==> src/verilog/aid_pkg.sv <==
// Constants, record layout and carrier types of the analog input diagnostic record.
// Assumes one 250 MHz core clock and a synchronous, active-high reset.
`default_nettype none

package aid_pkg;

  // ==========================================================================
  // Clock and ticker timing
  // ==========================================================================
  localparam int unsigned CLK_PERIOD_NS = 4;          // core_clk period
  localparam int unsigned TICK_PERIOD_NS = 1000;      // one microsecond
  localparam int unsigned TICK_CYCLES = (TICK_PERIOD_NS + CLK_PERIOD_NS - 1) / CLK_PERIOD_NS;
  localparam logic [7:0] TICK_LAST = 8'(TICK_CYCLES - 1);
  localparam logic [31:0] TICKER_RESET = 32'h0000_0000;

  // ==========================================================================
  // Record byte offsets, in the order the record is read out
  // ==========================================================================
  localparam logic [4:0] OFS_MODULE_DIAG_FIRST = 5'h00;
  localparam logic [4:0] OFS_MODULE_INFO = 5'h01;
  localparam logic [4:0] OFS_MODULE_DIAG_RSVD = 5'h02;
  localparam logic [4:0] OFS_MODULE_DIAG_SECOND = 5'h03;
  localparam logic [4:0] OFS_CHANNEL_TYPE = 5'h04;
  localparam logic [4:0] OFS_DIAG_BITS_PER_CHANNEL = 5'h05;
  localparam logic [4:0] OFS_CHANNEL_COUNT = 5'h06;
  localparam logic [4:0] OFS_CHANNEL_SUMMARY = 5'h07;
  localparam logic [4:0] OFS_CHAN0_ERROR = 5'h08;
  localparam logic [4:0] OFS_UPPER_CHAN_ERROR_RESERVED = 5'h0C;
  localparam logic [4:0] OFS_DIAG_TIMESTAMP = 5'h10;
  localparam logic [4:0] OFS_LAST = 5'h13;

  // ==========================================================================
  // Field positions and fixed values
  // ==========================================================================
  localparam int unsigned FIRST_CHAN_ERR_BIT = 3;
  localparam int unsigned FIRST_PARAM_ERR_BIT = 7;
  localparam int unsigned SECOND_BUF_OVF_BIT = 3;
  localparam int unsigned SECOND_COMM_ERR_BIT = 4;
  localparam int unsigned CHAN_PARAM_ERR_BIT = 0;
  localparam int unsigned CHAN_UNDERFLOW_BIT = 6;
  localparam int unsigned CHAN_OVERFLOW_BIT = 7;
  localparam logic [7:0] MODULE_INFO_VALUE = 8'h15;
  localparam logic [7:0] CHANNEL_TYPE_VALUE = 8'h71;
  localparam logic [7:0] DIAG_BITS_PER_CHANNEL_VALUE = 8'h08;
  localparam logic [7:0] CHANNEL_COUNT_VALUE = 8'h04;
  localparam logic [7:0] BYTE_RESET = 8'h00;
  localparam int unsigned NUM_CHANNELS = 4;

  // ==========================================================================
  // Carrier types
  // ==========================================================================
  typedef struct packed {
    logic overflow;   // Value above measuring range
    logic underflow;  // Value below measuring range
    logic param_err;  // Configuration or parameter error
  } aid_chan_status_t;

  typedef struct packed {
    logic       rd_en;
    logic [4:0] rd_index;
  } aid_rd_req_t;

endpackage : aid_pkg

`default_nettype wire

==> src/verilog/aid_us_ticker.sv <==
// Free-running microsecond ticker with its own prescaler.
// Assumes core_clk at the rate given in aid_pkg and a synchronous reset at power-on.
`default_nettype none

module aid_us_ticker (
  input  wire logic        core_clk,
  input  wire logic        reset,
  output logic             us_pulse,
  output logic [31:0]      us_count
);

  // ==========================================================================
  // Prescaler
  // ==========================================================================
  logic [7:0] presc_reg;

  // Counts core cycles up to one microsecond enable
  always_ff @(posedge core_clk) begin
    if (reset) begin
      presc_reg <= 8'h00;
    end else if (presc_reg == aid_pkg::TICK_LAST) begin
      presc_reg <= 8'h00;
    end else begin
      presc_reg <= presc_reg + 8'h01;
    end
  end

  // Enable pulse is registered so the counter and the pulse line up
  always_ff @(posedge core_clk) begin
    if (reset) begin
      us_pulse <= 1'b0;
    end else begin
      us_pulse <= (presc_reg == aid_pkg::TICK_LAST);
    end
  end

  // ==========================================================================
  // Microsecond counter
  // ==========================================================================
  // Wraps by plain 32-bit overflow, no saturation
  always_ff @(posedge core_clk) begin
    if (reset) begin
      us_count <= aid_pkg::TICKER_RESET;
    end else if (presc_reg == aid_pkg::TICK_LAST) begin
      us_count <= us_count + 32'h0000_0001;
    end
  end

endmodule : aid_us_ticker

`default_nettype wire

==> src/verilog/aid_diag_record.sv <==
// Read-only diagnostic record of a four-channel analog input module.
// Assumes condition inputs come from logic on core_clk and the reader issues byte reads.
`default_nettype none

// Overview of operation
// - Second module byte bit 3 shows diagnostics buffer overflow; other low/high bits zero.
// - Second module byte bit 4 shows internal communication error.
// - Bits-per-channel descriptor always reads 08h.
// - Channel-count descriptor always reads 04h.
// - Channel byte bit 0 shows parameter error; bits 5 to 1 read zero.
// - Channel byte bit 6 shows measured value below range.
// - Channel byte bit 7 shows measured value above range.
// - A new diagnostic latches the current microsecond ticker into the timestamp.
// - The microsecond ticker starts at zero after power-on reset.
// - The ticker wraps from all ones back to zero and keeps counting.
// - First module byte bit 3 shows that some channel has an error.
// - Channel errors light the channel indicator and enter the record; no interrupt.
module aid_diag_record (
  input  wire logic                                core_clk,
  input  wire logic                                reset,
  input  wire logic                                diag_buf_overflow,
  input  wire logic                                comm_error,
  input  wire aid_pkg::aid_chan_status_t [3:0]     chan_status,
  input  wire aid_pkg::aid_rd_req_t                rd_req,
  output logic                                     rd_valid,
  output logic [7:0]                               rd_data,
  output logic [3:0]                               chan_led,
  output logic                                     module_err_led
);

  // ==========================================================================
  // Declarations
  // ==========================================================================
  logic        us_pulse;
  logic [31:0] us_count;
  logic [7:0]  module_diag_first_reg;
  logic [7:0]  module_diag_first_next;
  logic [7:0]  module_diag_second_reg;
  logic [7:0]  module_diag_second_next;
  logic [7:0]  chan_summary_reg;
  logic [7:0]  chan_summary_next;
  logic [7:0]  chan_error_reg [4];
  logic [7:0]  chan_error_next [4];
  logic [31:0] diag_timestamp_reg;
  logic        new_diag;
  logic [7:0]  rd_byte;

  // ==========================================================================
  // Helpers
  // ==========================================================================
  // Packs one channel's conditions into its error byte, reserved bits zero
  function automatic logic [7:0] aid_chan_byte(input aid_pkg::aid_chan_status_t s);
    logic [7:0] b;
    b = 8'h00;
    b[aid_pkg::CHAN_PARAM_ERR_BIT] = s.param_err;
    b[aid_pkg::CHAN_UNDERFLOW_BIT] = s.underflow;
    b[aid_pkg::CHAN_OVERFLOW_BIT] = s.overflow;
    return b;
  endfunction : aid_chan_byte

  // Picks one byte of a 32-bit word, byte 0 the least significant
  function automatic logic [7:0] aid_word_byte(input logic [31:0] w, input logic [1:0] sel);
    logic [7:0] b;
    b = w[8*sel +: 8];
    return b;
  endfunction : aid_word_byte

  // ==========================================================================
  // Microsecond ticker
  // ==========================================================================
  aid_us_ticker u_ticker (
    .core_clk (core_clk),
    .reset    (reset),
    .us_pulse (us_pulse),
    .us_count (us_count)
  );

  // ==========================================================================
  // Next values of the record bytes
  // ==========================================================================
  // Bytes track the present condition; a cleared cause clears the bit next cycle
  always_comb begin
    module_diag_second_next = 8'h00;
    module_diag_second_next[aid_pkg::SECOND_BUF_OVF_BIT] = diag_buf_overflow;
    module_diag_second_next[aid_pkg::SECOND_COMM_ERR_BIT] = comm_error;
    chan_summary_next = 8'h00;
    module_diag_first_next = 8'h00;
    for (int i = 0; i < aid_pkg::NUM_CHANNELS; i++) begin
      chan_error_next[i] = aid_chan_byte(chan_status[i]);
      chan_summary_next[i] = |chan_error_next[i];
      if (chan_status[i].param_err) begin
        module_diag_first_next[aid_pkg::FIRST_PARAM_ERR_BIT] = 1'b1;
      end
    end
    module_diag_first_next[aid_pkg::FIRST_CHAN_ERR_BIT] = |chan_summary_next;
  end

  // A diagnostic is new when any bit rises that was clear the cycle before
  always_comb begin
    new_diag = |(module_diag_second_next & ~module_diag_second_reg);
    for (int i = 0; i < aid_pkg::NUM_CHANNELS; i++) begin
      if (|(chan_error_next[i] & ~chan_error_reg[i])) begin
        new_diag = 1'b1;
      end
    end
  end

  // ==========================================================================
  // Record registers
  // ==========================================================================
  // Module-level bytes
  always_ff @(posedge core_clk) begin
    if (reset) begin
      module_diag_first_reg <= aid_pkg::BYTE_RESET;
      module_diag_second_reg <= aid_pkg::BYTE_RESET;
      chan_summary_reg <= aid_pkg::BYTE_RESET;
    end else begin
      module_diag_first_reg <= module_diag_first_next;
      module_diag_second_reg <= module_diag_second_next;
      chan_summary_reg <= chan_summary_next;
    end
  end

  // Per-channel error bytes
  always_ff @(posedge core_clk) begin
    if (reset) begin
      for (int i = 0; i < aid_pkg::NUM_CHANNELS; i++) begin
        chan_error_reg[i] <= aid_pkg::BYTE_RESET;
      end
    end else begin
      for (int i = 0; i < aid_pkg::NUM_CHANNELS; i++) begin
        chan_error_reg[i] <= chan_error_next[i];
      end
    end
  end

  // Timestamp holds until the next new diagnostic; a reader may see it change
  // between byte reads if a diagnostic arrives mid-record
  always_ff @(posedge core_clk) begin
    if (reset) begin
      diag_timestamp_reg <= aid_pkg::TICKER_RESET;
    end else if (new_diag) begin
      diag_timestamp_reg <= us_count;
    end
  end

  // ==========================================================================
  // Indicators
  // ==========================================================================
  // Channel indicators follow the channel bytes; there is no interrupt output
  always_ff @(posedge core_clk) begin
    if (reset) begin
      chan_led <= 4'h0;
      module_err_led <= 1'b0;
    end else begin
      chan_led <= chan_summary_next[3:0];
      module_err_led <= (|chan_summary_next) | (|module_diag_second_next);
    end
  end

  // ==========================================================================
  // Record read port
  // ==========================================================================
  // Unmapped and reserved offsets read as zero
  always_comb begin
    rd_byte = 8'h00;
    unique case (rd_req.rd_index) inside
      aid_pkg::OFS_MODULE_DIAG_FIRST: rd_byte = module_diag_first_reg;
      aid_pkg::OFS_MODULE_INFO: rd_byte = aid_pkg::MODULE_INFO_VALUE;
      aid_pkg::OFS_MODULE_DIAG_SECOND: rd_byte = module_diag_second_reg;
      aid_pkg::OFS_CHANNEL_TYPE: rd_byte = aid_pkg::CHANNEL_TYPE_VALUE;
      aid_pkg::OFS_DIAG_BITS_PER_CHANNEL: rd_byte = aid_pkg::DIAG_BITS_PER_CHANNEL_VALUE;
      aid_pkg::OFS_CHANNEL_COUNT: rd_byte = aid_pkg::CHANNEL_COUNT_VALUE;
      aid_pkg::OFS_CHANNEL_SUMMARY: rd_byte = chan_summary_reg;
      [aid_pkg::OFS_CHAN0_ERROR : aid_pkg::OFS_UPPER_CHAN_ERROR_RESERVED - 5'h01]: begin
        rd_byte = chan_error_reg[rd_req.rd_index[1:0]];
      end
      [aid_pkg::OFS_DIAG_TIMESTAMP : aid_pkg::OFS_LAST]: begin
        rd_byte = aid_word_byte(diag_timestamp_reg, rd_req.rd_index[1:0]);
      end
      default: rd_byte = 8'h00;
    endcase
  end

  // Answer one cycle after the request, data held until the next read
  always_ff @(posedge core_clk) begin
    if (reset) begin
      rd_valid <= 1'b0;
      rd_data <= 8'h00;
    end else begin
      rd_valid <= rd_req.rd_en;
      if (rd_req.rd_en) begin
        rd_data <= rd_byte;
      end
    end
  end

  // ==========================================================================
  // Checks
  // ==========================================================================
  a_buf_overflow_flag: assert property (
    @(posedge core_clk) disable iff (reset)
    diag_buf_overflow |=> module_diag_second_reg[3] && (module_diag_second_reg & 8'hE7) == 8'h00)
    else $error("buffer overflow bit not set or reserved bits nonzero");

  a_comm_error_flag: assert property (
    @(posedge core_clk) disable iff (reset)
    comm_error ##1 (rd_req.rd_en && rd_req.rd_index == 5'h03 && $past(comm_error)) |=> rd_data[4])
    else $error("communication error bit not read back");

  a_bits_descriptor: assert property (
    @(posedge core_clk) disable iff (reset)
    (rd_req.rd_en && rd_req.rd_index == 5'h05) |=> rd_valid && rd_data == 8'h08)
    else $error("bits per channel descriptor wrong");

  a_count_descriptor: assert property (
    @(posedge core_clk) disable iff (reset)
    (rd_req.rd_en && rd_req.rd_index == 5'h06) |=> rd_valid && rd_data == 8'h04)
    else $error("channel count descriptor wrong");

  for (genvar g = 0; g < 4; g++) begin : g_chan_chk
    a_chan_param_bit: assert property (
      @(posedge core_clk) disable iff (reset)
      ##1 chan_error_reg[g][0] == $past(chan_status[g].param_err) && chan_error_reg[g][5:1] == 5'h00)
      else $error("channel parameter bit mismatch");
    a_chan_under_bit: assert property (
      @(posedge core_clk) disable iff (reset)
      chan_status[g].underflow |=> chan_error_reg[g][6] && chan_led[g])
      else $error("channel underflow bit or indicator missing");
    a_chan_over_bit: assert property (
      @(posedge core_clk) disable iff (reset)
      $rose(chan_status[g].overflow) |=> chan_error_reg[g][7] && diag_timestamp_reg == $past(us_count))
      else $error("channel overflow bit or timestamp missing");
  end

  a_stamp_capture: assert property (
    @(posedge core_clk) disable iff (reset)
    !new_diag |=> $stable(diag_timestamp_reg))
    else $error("timestamp changed without a new diagnostic");

  a_ticker_start: assert property (
    @(posedge core_clk) $fell(reset) |-> us_count == 32'h0000_0000)
    else $error("ticker not zero after reset");

  a_ticker_step: assert property (
    @(posedge core_clk) disable iff (reset)
    us_pulse |-> us_count == $past(us_count) + 32'h0000_0001)
    else $error("ticker did not advance by one");

  a_pulse_spacing: assert property (
    @(posedge core_clk) disable iff (reset)
    us_pulse |=> !us_pulse [*8] ##242 us_pulse)
    else $error("microsecond pulse spacing wrong");

  a_chan_summary: assert property (
    @(posedge core_clk) disable iff (reset)
    ##1 module_diag_first_reg[3] == (|{chan_error_reg[3], chan_error_reg[2], chan_error_reg[1], chan_error_reg[0]}))
    else $error("channel error summary bit mismatch");

  a_led_follow: assert property (
    @(posedge core_clk) disable iff (reset)
    ##1 chan_led == {|chan_error_reg[3], |chan_error_reg[2], |chan_error_reg[1], |chan_error_reg[0]})
    else $error("channel indicator does not follow record");

  a_module_led: assert property (
    @(posedge core_clk) disable iff (reset)
    ##1 module_err_led == ((|chan_summary_reg[3:0]) | (|module_diag_second_reg)))
    else $error("module error indicator does not follow record");

  a_stamp_load: assert property (
    @(posedge core_clk) disable iff (reset)
    new_diag |=> diag_timestamp_reg == $past(us_count))
    else $error("timestamp not loaded on a new diagnostic");

  a_rd_answer: assert property (
    @(posedge core_clk) disable iff (reset)
    rd_req.rd_en |=> rd_valid)
    else $error("record read not answered in the next cycle");

  a_rd_hold: assert property (
    @(posedge core_clk) disable iff (reset)
    !rd_req.rd_en |=> !rd_valid && $stable(rd_data))
    else $error("read answer appeared or changed without a request");

  // Cycles since the last microsecond pulse; checks only, the first pulse after reset is skipped
  logic [7:0] pulse_gap_reg;
  logic       pulse_seen_reg;
  always_ff @(posedge core_clk) begin
    if (reset) begin
      pulse_gap_reg <= 8'h00;
      pulse_seen_reg <= 1'b0;
    end else if (us_pulse) begin
      pulse_gap_reg <= 8'h00;
      pulse_seen_reg <= 1'b1;
    end else if (pulse_gap_reg != 8'hFF) begin
      pulse_gap_reg <= pulse_gap_reg + 8'h01; // Saturates so it never wraps back into range
    end
  end

  a_pulse_gap: assert property (
    @(posedge core_clk) disable iff (reset)
    (us_pulse && pulse_seen_reg) |-> pulse_gap_reg == aid_pkg::TICK_LAST)
    else $error("microsecond pulses not one microsecond apart");

endmodule : aid_diag_record

`default_nettype wire

==> config.mk <==
export PLATFORM = sky130hd
export DESIGN_NAME = aid_diag_record
export DESIGN_NICKNAME = d
export VERILOG_FILES = /design/src/verilog/aid_pkg.sv /design/src/verilog/aid_us_ticker.sv /design/src/verilog/aid_diag_record.sv
export SDC_FILE = /design/constraint.sdc
export NUM_CORES = 1
export LEC_CHECK = 0
export BUFFER_PORTS_ARGS = -buffer_cell sky130_fd_sc_hd__buf_2
export CAP_MARGIN = 20
export CORE_MARGIN = 2
export CORE_UTILIZATION = 56
export DETAILED_ROUTE_END_ITERATION = 6
export PLACE_DENSITY_LB_ADDON = 0.05
export SYNTH_ARGS = -nofsm -noshare
export SYNTH_HDL_FRONTEND = slang
export SYNTH_SLANG_ARGS = --single-unit
==> constraint.sdc <==
create_clock -name core_clk -period 2.1 [get_ports core_clk]
set_input_delay 0.42 -clock core_clk [delete_from_list [all_inputs] [get_ports core_clk]]
set_output_delay 0.42 -clock core_clk [all_outputs]
set_load 0.1 [all_outputs]
==> impl_metrics.csv, run 1 <==
group,metric,value,unit
floorplan,core_area,8093,sq um
pwr,finalPower,3.416,mW
timing,drv_slew,0,
place,place_ws,0.06380,ns
clock_tree,cts_inserted_buffers,9,
floorplan,num_io_pins,36,
routing,viasPerCell,5.815,
routing,drt_iter0_markers,312,
timing,finalSetupViolations,0,
layout,nets,589,
routing,wl_per_cell,15.89,microns
synth,ys_ff_latch,102,
place,routabilityCongestion,0.8616,
run,drv_cap,0,
worst_setup_path,endpoint_kind,"register",
global_route,grt_pass1_vias,3646,
worst_setup_path,max_stage_delay,0.34,ns
worst_setup_path,crit_type,"reg -> reg",
synth,yosys.area_share.simple,24.79,%
routing,drtAntennaViolNets,0,
global_route,grt-ovfl-total,0,
place,port-buffer-count,35,
worst_setup_path,worst-path-max-fanout,5,
synth,synth_top_family_by_area,"simple AND/OR/NAND/NOR gates",
timing,max_slew.worst_pin.slew,0.5206,ns
pwr,pwr_density_cell,655.2,nW/um^2
clock_tree,clock-sinks,102,
pwr,peakVddDrop,0.3555,mV
place,dp_hpwl,7.640,mm
synth,synth_cell_types,53,
layout,area_growth,12.65,%
timing,hold_viol,0,
place,dp.cells,656,
clock_tree,cts_buffer_depth,2,
floorplan,start_util,57.19,%
timing,final.setup.worst_slack,0.1492,ns
clock_tree,cts.hold.buffers_added,0,
synth,avgSynthCellArea,8.883,sq um
synth,synth_flop_cell,"dfxtp_1",
synth,synth_edf_count,0,
timing,fin_crit_sh,92.89,%
synth,syn_nets,546,
synth,synth_top_area_share,44.12,%
clock_tree,path_clk_slew,0.09,ns
worst_hold_path,hp-class,"in -> reg",
clock_tree,clock-root-buffer,"clkbuf_8",
clock_tree,insertion_delay,0.36,ns
synth,yosysTopAreaCell,"dfxtp_1",
synth,async_reset_ff_share,0,%
synth,synth_cells,521,
timing,setup-tns-final,0,ns
timing,max_freq,512.6,MHz
worst_setup_path,cp_top_family,"simple AND/OR/NAND/NOR gates",
layout,antenna_cells,0,
timing,relSlewSlack,64.40,%
layout,drive_above_1_share,20.04,%
timing,rsz0062_at_grt,"no",
worst_setup_path,cp.buffers_inverters,1,
worst_setup_path,cp.arrival,2.21,ns
worst_setup_path,worstPathCellList,"inv_1 > ha_1 > and3b_1 > nand4_1 > nor3_4 > nor3b_2 > mux2_2",
layout,finalNonFillerCells,674,
global_route,grt_usage,25.60,%
synth,synth-xor-area-share,5.677,%
synth,synth_area,4628,sq um
floorplan,die_w,94.91,microns
global_route,grt_pass1_wl,17.71,mm
global_route,antenna_found_initial,0,
clock_tree,htreeDepth,3,
floorplan,die_h,94.91,microns
synth,ys_seq_area_share,44.12,%
floorplan,rows,33,
routing,routed_wirelength,10.71,mm
timing,fin_crit,1.951,ns
synth,synth_area_leaders,"dfxtp_1, mux4_2, nand3_1, nor2_1, a21oi_1",
clock_tree,cts_tree,"done",
worst_setup_path,worstPathRequired,2.36,ns
routing,vias,3919,
synth,synth.area.mux_share,6.029,%
worst_setup_path,worstSetupStartpointType,"register",
worst_setup_path,slowest_stage,"dfxtp_1",
synth,synth_compound_area_share,13.22,%
floorplan,dieArea,9008,sq um
pwr,leakagePower,1.887,nW
synth,synthAdderAreaFrac,0.8110,%
routing,drcViolationCount,0,
routing,dr.pass1.iters,4,
outcome,outcome,"completed",
global_route,grt_max_degree,33,
timing,fin_skew,0.006270,ns
synth,yosysWarnings,0,
## power breakdown
group / leakage, nW / internal, mW / switching (mW)
Clock: 0.0861 / 0.459 / 0.640
Combinational: 0.971 / 0.0932 / 0.239
Sequential: 0.830 / 1.97 / 0.0183
Total: 1.89 / 2.52 / 0.897
## cells in the mapped netlist, types with 7 or more instances
cell type	count
clkbuf_1	19
xnor2_1	22
buf_2	9
o21ai_0	41
xor2_1	8
mux4_2	11
nand4_1	7
nor4_1	8
dfxtp_1	102
a21oi_1	44
and4_1	9
nand3_1	47
nor3_1	9
nand2_1	20
inv_1	15
nor2b_1	13
nor2_1	59
## path summary, 6_finish.rpt
path	start	end	slack (ns)	cells after the start
setup / recovery	u_ticker.presc_reg[1]	u_ticker.us_count[31]	0.15	7
hold reg to reg	diag_timestamp_reg[20]	diag_timestamp_reg[20]	0.47	2
setup reg to reg	u_ticker.presc_reg[1]	u_ticker.us_count[31]	0.15	7
hold / removal	chan_status[11]	chan_error_reg[3][2]	0.29	2
## layer usage
layer	GRT usage [%]	wire (microns)
met1	33.08	4859
met2	42.49	5114
met3	5.108	478
met4	9.420	260
met5	0	0
## layout make-up
cell class	instances	area, sq um
multi-input cells	364	2350
well taps	105	131.4
flip-flops and latches	102	2043
clock inverters	4	22.52
clock buffers	12	145.1
fillers	723	2879
repair buffers	72	465.4
inverters	15	56.30
## timing repair
| action | 4_1_cts | 5_1_grt |
|---|---|---|
| resized for setup | 0 | 2 |
| endpoints found under the setup margin | 0 | 1 |
| buffers inserted | 0 | 2 |
## cell usage in the layout (no fill, tap or decap), types with 15 or more instances in the layout
cell     instances
inv_1           15
xnor2_1         22
nand3_1         47
o21ai_0         41
buf_2           35
buf_4           36
a21oi_1         44
nor2_1          59
dfxtp_1        101
nand2_1         20
## through the flow
step	utilization [%]	area [sq um]	hold slack [ns]
2_1_floorplan	-	4628	0.4405
3_3_place_gp	62.09	5025	0.4470
3_5_place_dp	62.09	5025	0.4582
4_1_cts	64.16	5192	0.2714
5_1_grt	64.42	5214	0.2821
6_report	64.42	5214	0.2872
## cell families after synthesis
kind of cell,Yosys count
AND/OR/NAND/NOR,210
AO/OA/AOI/OAI,107
flip-flops,102
buffers and inverters,55
XOR/XNOR,30
multiplexers,14
adder cells (fa/ha/maj),3
Note: power is estimated with default switching activity, not from simulation.
==> run 2: changes to the inputs <==
==> constraint.sdc (replaced) <==
create_clock -name core_clk -period 1.9 [get_ports core_clk]
set_input_delay 0.38 -clock core_clk [delete_from_list [all_inputs] [get_ports core_clk]]
set_output_delay 0.38 -clock core_clk [all_outputs]
set_load 0.1 [all_outputs]
==> run 2 against run 1 <==
  * Critical path depth unchanged
  * Core utilization grew 2.9 points
  * Die area stayed put
  * Clock skew hardly changed
  * Setup slack worse by 0.065 ns
  * Sequential cell count did not move
  * Critical endpoint is now u_ticker.us_count[28]
  * Largest cell class unchanged
==> impl_metrics.csv, run 2 (same netlist as run 1, synthesis figures left out) <==
group,metric,value,unit
outcome,outcome,"completed",
place,dp_hpwl,7.773,mm
timing,max_slew.worst_pin.slew,0.5281,ns
layout,nets,605,
layout,final_cell_mix,"dfxtp_1, nor2_1, buf_4",
clock_tree,insertion_delay,0.37,ns
clock_tree,cts_buffer_depth,2,
place,place_ws,-0.2032,ns
clock_tree,clock-sinks,102,
pwr,p_sw,1.024,mW
place,port-buffer-count,35,
layout,finalNonFillerCells,690,
floorplan,num_io_pins,36,
global_route,grt_max_degree,33,
timing,rsz0062_at_grt,"yes",
pwr,peakVddDrop,0.5196,mV
global_route,grt-ovfl-total,0,
timing,fin_crit_sh,95.59,%
clock_tree,clock-root-buffer,"clkbuf_8",
place,routabilityCongestion,0.8219,
layout,seq_area,2044,sq um
timing,drv_slew,0,
clock_tree,path_clk_slew,0.09,ns
routing,drcViolationCount,0,
worst_setup_path,worstSetupStartpointType,"register",
clock_tree,cts_inserted_buffers,9,
global_route,grt_pass1_wl,17.97,mm
timing,hold_viol,0,
floorplan,rows,33,
worst_setup_path,endpoint_kind,"register",
routing,drt_iter0_markers,314,
timing,finalSetupViolations,0,
routing,dr.pass1.iters,5,
pwr,pwr_density_cell,769.0,nW/um^2
floorplan,core_area,8093,sq um
layout,multi_input_area,2380,sq um
clock_tree,htreeDepth,3,
layout,drive_above_1_share,23.25,%
pwr,internal_power,3.168,mW
layout,final.fill_count,714,
clock_tree,cts_tree,"done",
routing,routed_wirelength,10.85,mm
worst_setup_path,crit_type,"reg -> reg",
floorplan,die_w,94.91,microns
global_route,grt_pass1_vias,3740,
layout,area_growth,17.79,%
layout,antenna_cells,0,
timing,final.setup.worst_slack,0.08374,ns
worst_setup_path,worstPathRequired,2.16,ns
timing,setup-tns-final,0,ns
pwr,combinationalPowerShare,9.4,%
worst_setup_path,cp.arrival,2.08,ns
pwr,p_seq_share,52.4,%
timing,max_freq,550.6,MHz
floorplan,start_util,57.19,%
floorplan,die_h,94.91,microns
run,drv_cap,0,
routing,wl_per_cell,15.72,microns
routing,drtAntennaViolNets,0,
global_route,grt_usage,25.86,%
floorplan,dieArea,9008,sq um
timing,fin_skew,0.006308,ns
timing,relSlewSlack,64.79,%
routing,viasPerCell,5.804,
timing,fin_crit,1.816,ns
pwr,leakagePower,2.021,nW
pwr,sw_frac_of_total,24.43,%
global_route,antenna_found_initial,0,
layout,final_common_cell,"dfxtp_1",
pwr,clockPowerShare,38.3,%
routing,vias,4005,
clock_tree,cts.hold.buffers_added,0,
worst_hold_path,hp-class,"in -> reg",
pwr,finalPower,4.192,mW
place,dp.cells,674,
worst_setup_path,worst-path-max-fanout,4,
run 2: worst paths after layout:
path	startpoint	end	slack (ns)	depth (start not counted)
worst max-delay path	u_ticker.presc_reg[1]	u_ticker.us_count[28]	0.08	7
worst min-delay path	chan_status[4]	chan_error_reg[1][1]	0.25	2
worst max register to register	u_ticker.presc_reg[1]	u_ticker.us_count[28]	0.08	7
worst min register to register	diag_timestamp_reg[9]	diag_timestamp_reg[9]	0.47	2
run 2: layout make-up:
| type | instances | share of cell area (%) |
|---|---|---|
| clock buffer | 10 | 2.341 |
| timing repair buffer | 88 | 11.04 |
| tap | 105 | 2.410 |
| inverter | 15 | 1.033 |
| multi-input combinational | 364 | 43.65 |
| sequential | 102 | 37.50 |
| clock inverter | 6 | 2.020 |
run 2: layer usage:
layer	wire length [microns]	vias up	GRT usage [%]
li1	-	1966	-
met1	4775	1914	33.12
met2	5249	104	43.20
met3	558	21	5.507
met4	264	0	9.058
met5	0	-	0
run 2: power groups by stage:
stage / logic [mW] / registers (mW) / clock network, mW
after floorplan: 0.164 / 2.34 / 0
after global placement: 0.381 / 2.24 / 0
after detailed placement: 0.386 / 2.24 / 0
after CTS: 0.386 / 2.19 / 1.64
after global routing: 0.423 / 2.20 / 1.73
final: 0.393 / 2.20 / 1.60
run 2: repair_timing:
action | in CTS | in global routing
pin swaps | 0 | 2
setup buffers | 0 | 0
setup endpoints to repair | 1 | 11
cloned | 0 | 0
resized for setup | 1 | 12
run 2: critical path: stages, from the launching register on:
cell	delay [ns]
dfxtp_2	0.33
inv_2	0.06
ha_4	0.11
and3b_2	0.20
nand4_2	0.12
or3_4	0.42
o31a_1	0.29
o21ba_1	0.18
run 2: metrics by stage:
step,cell area [sq um],utilization (%),hold WS [ns]
2_1_floorplan,4628,-,0.4405
3_3_place_gp,5172,63.91,0.4467
3_5_place_dp,5172,63.91,0.4567
4_1_cts,5415,66.91,0.2382
5_1_grt,5451,67.36,0.2444
6_report,5451,67.36,0.2498
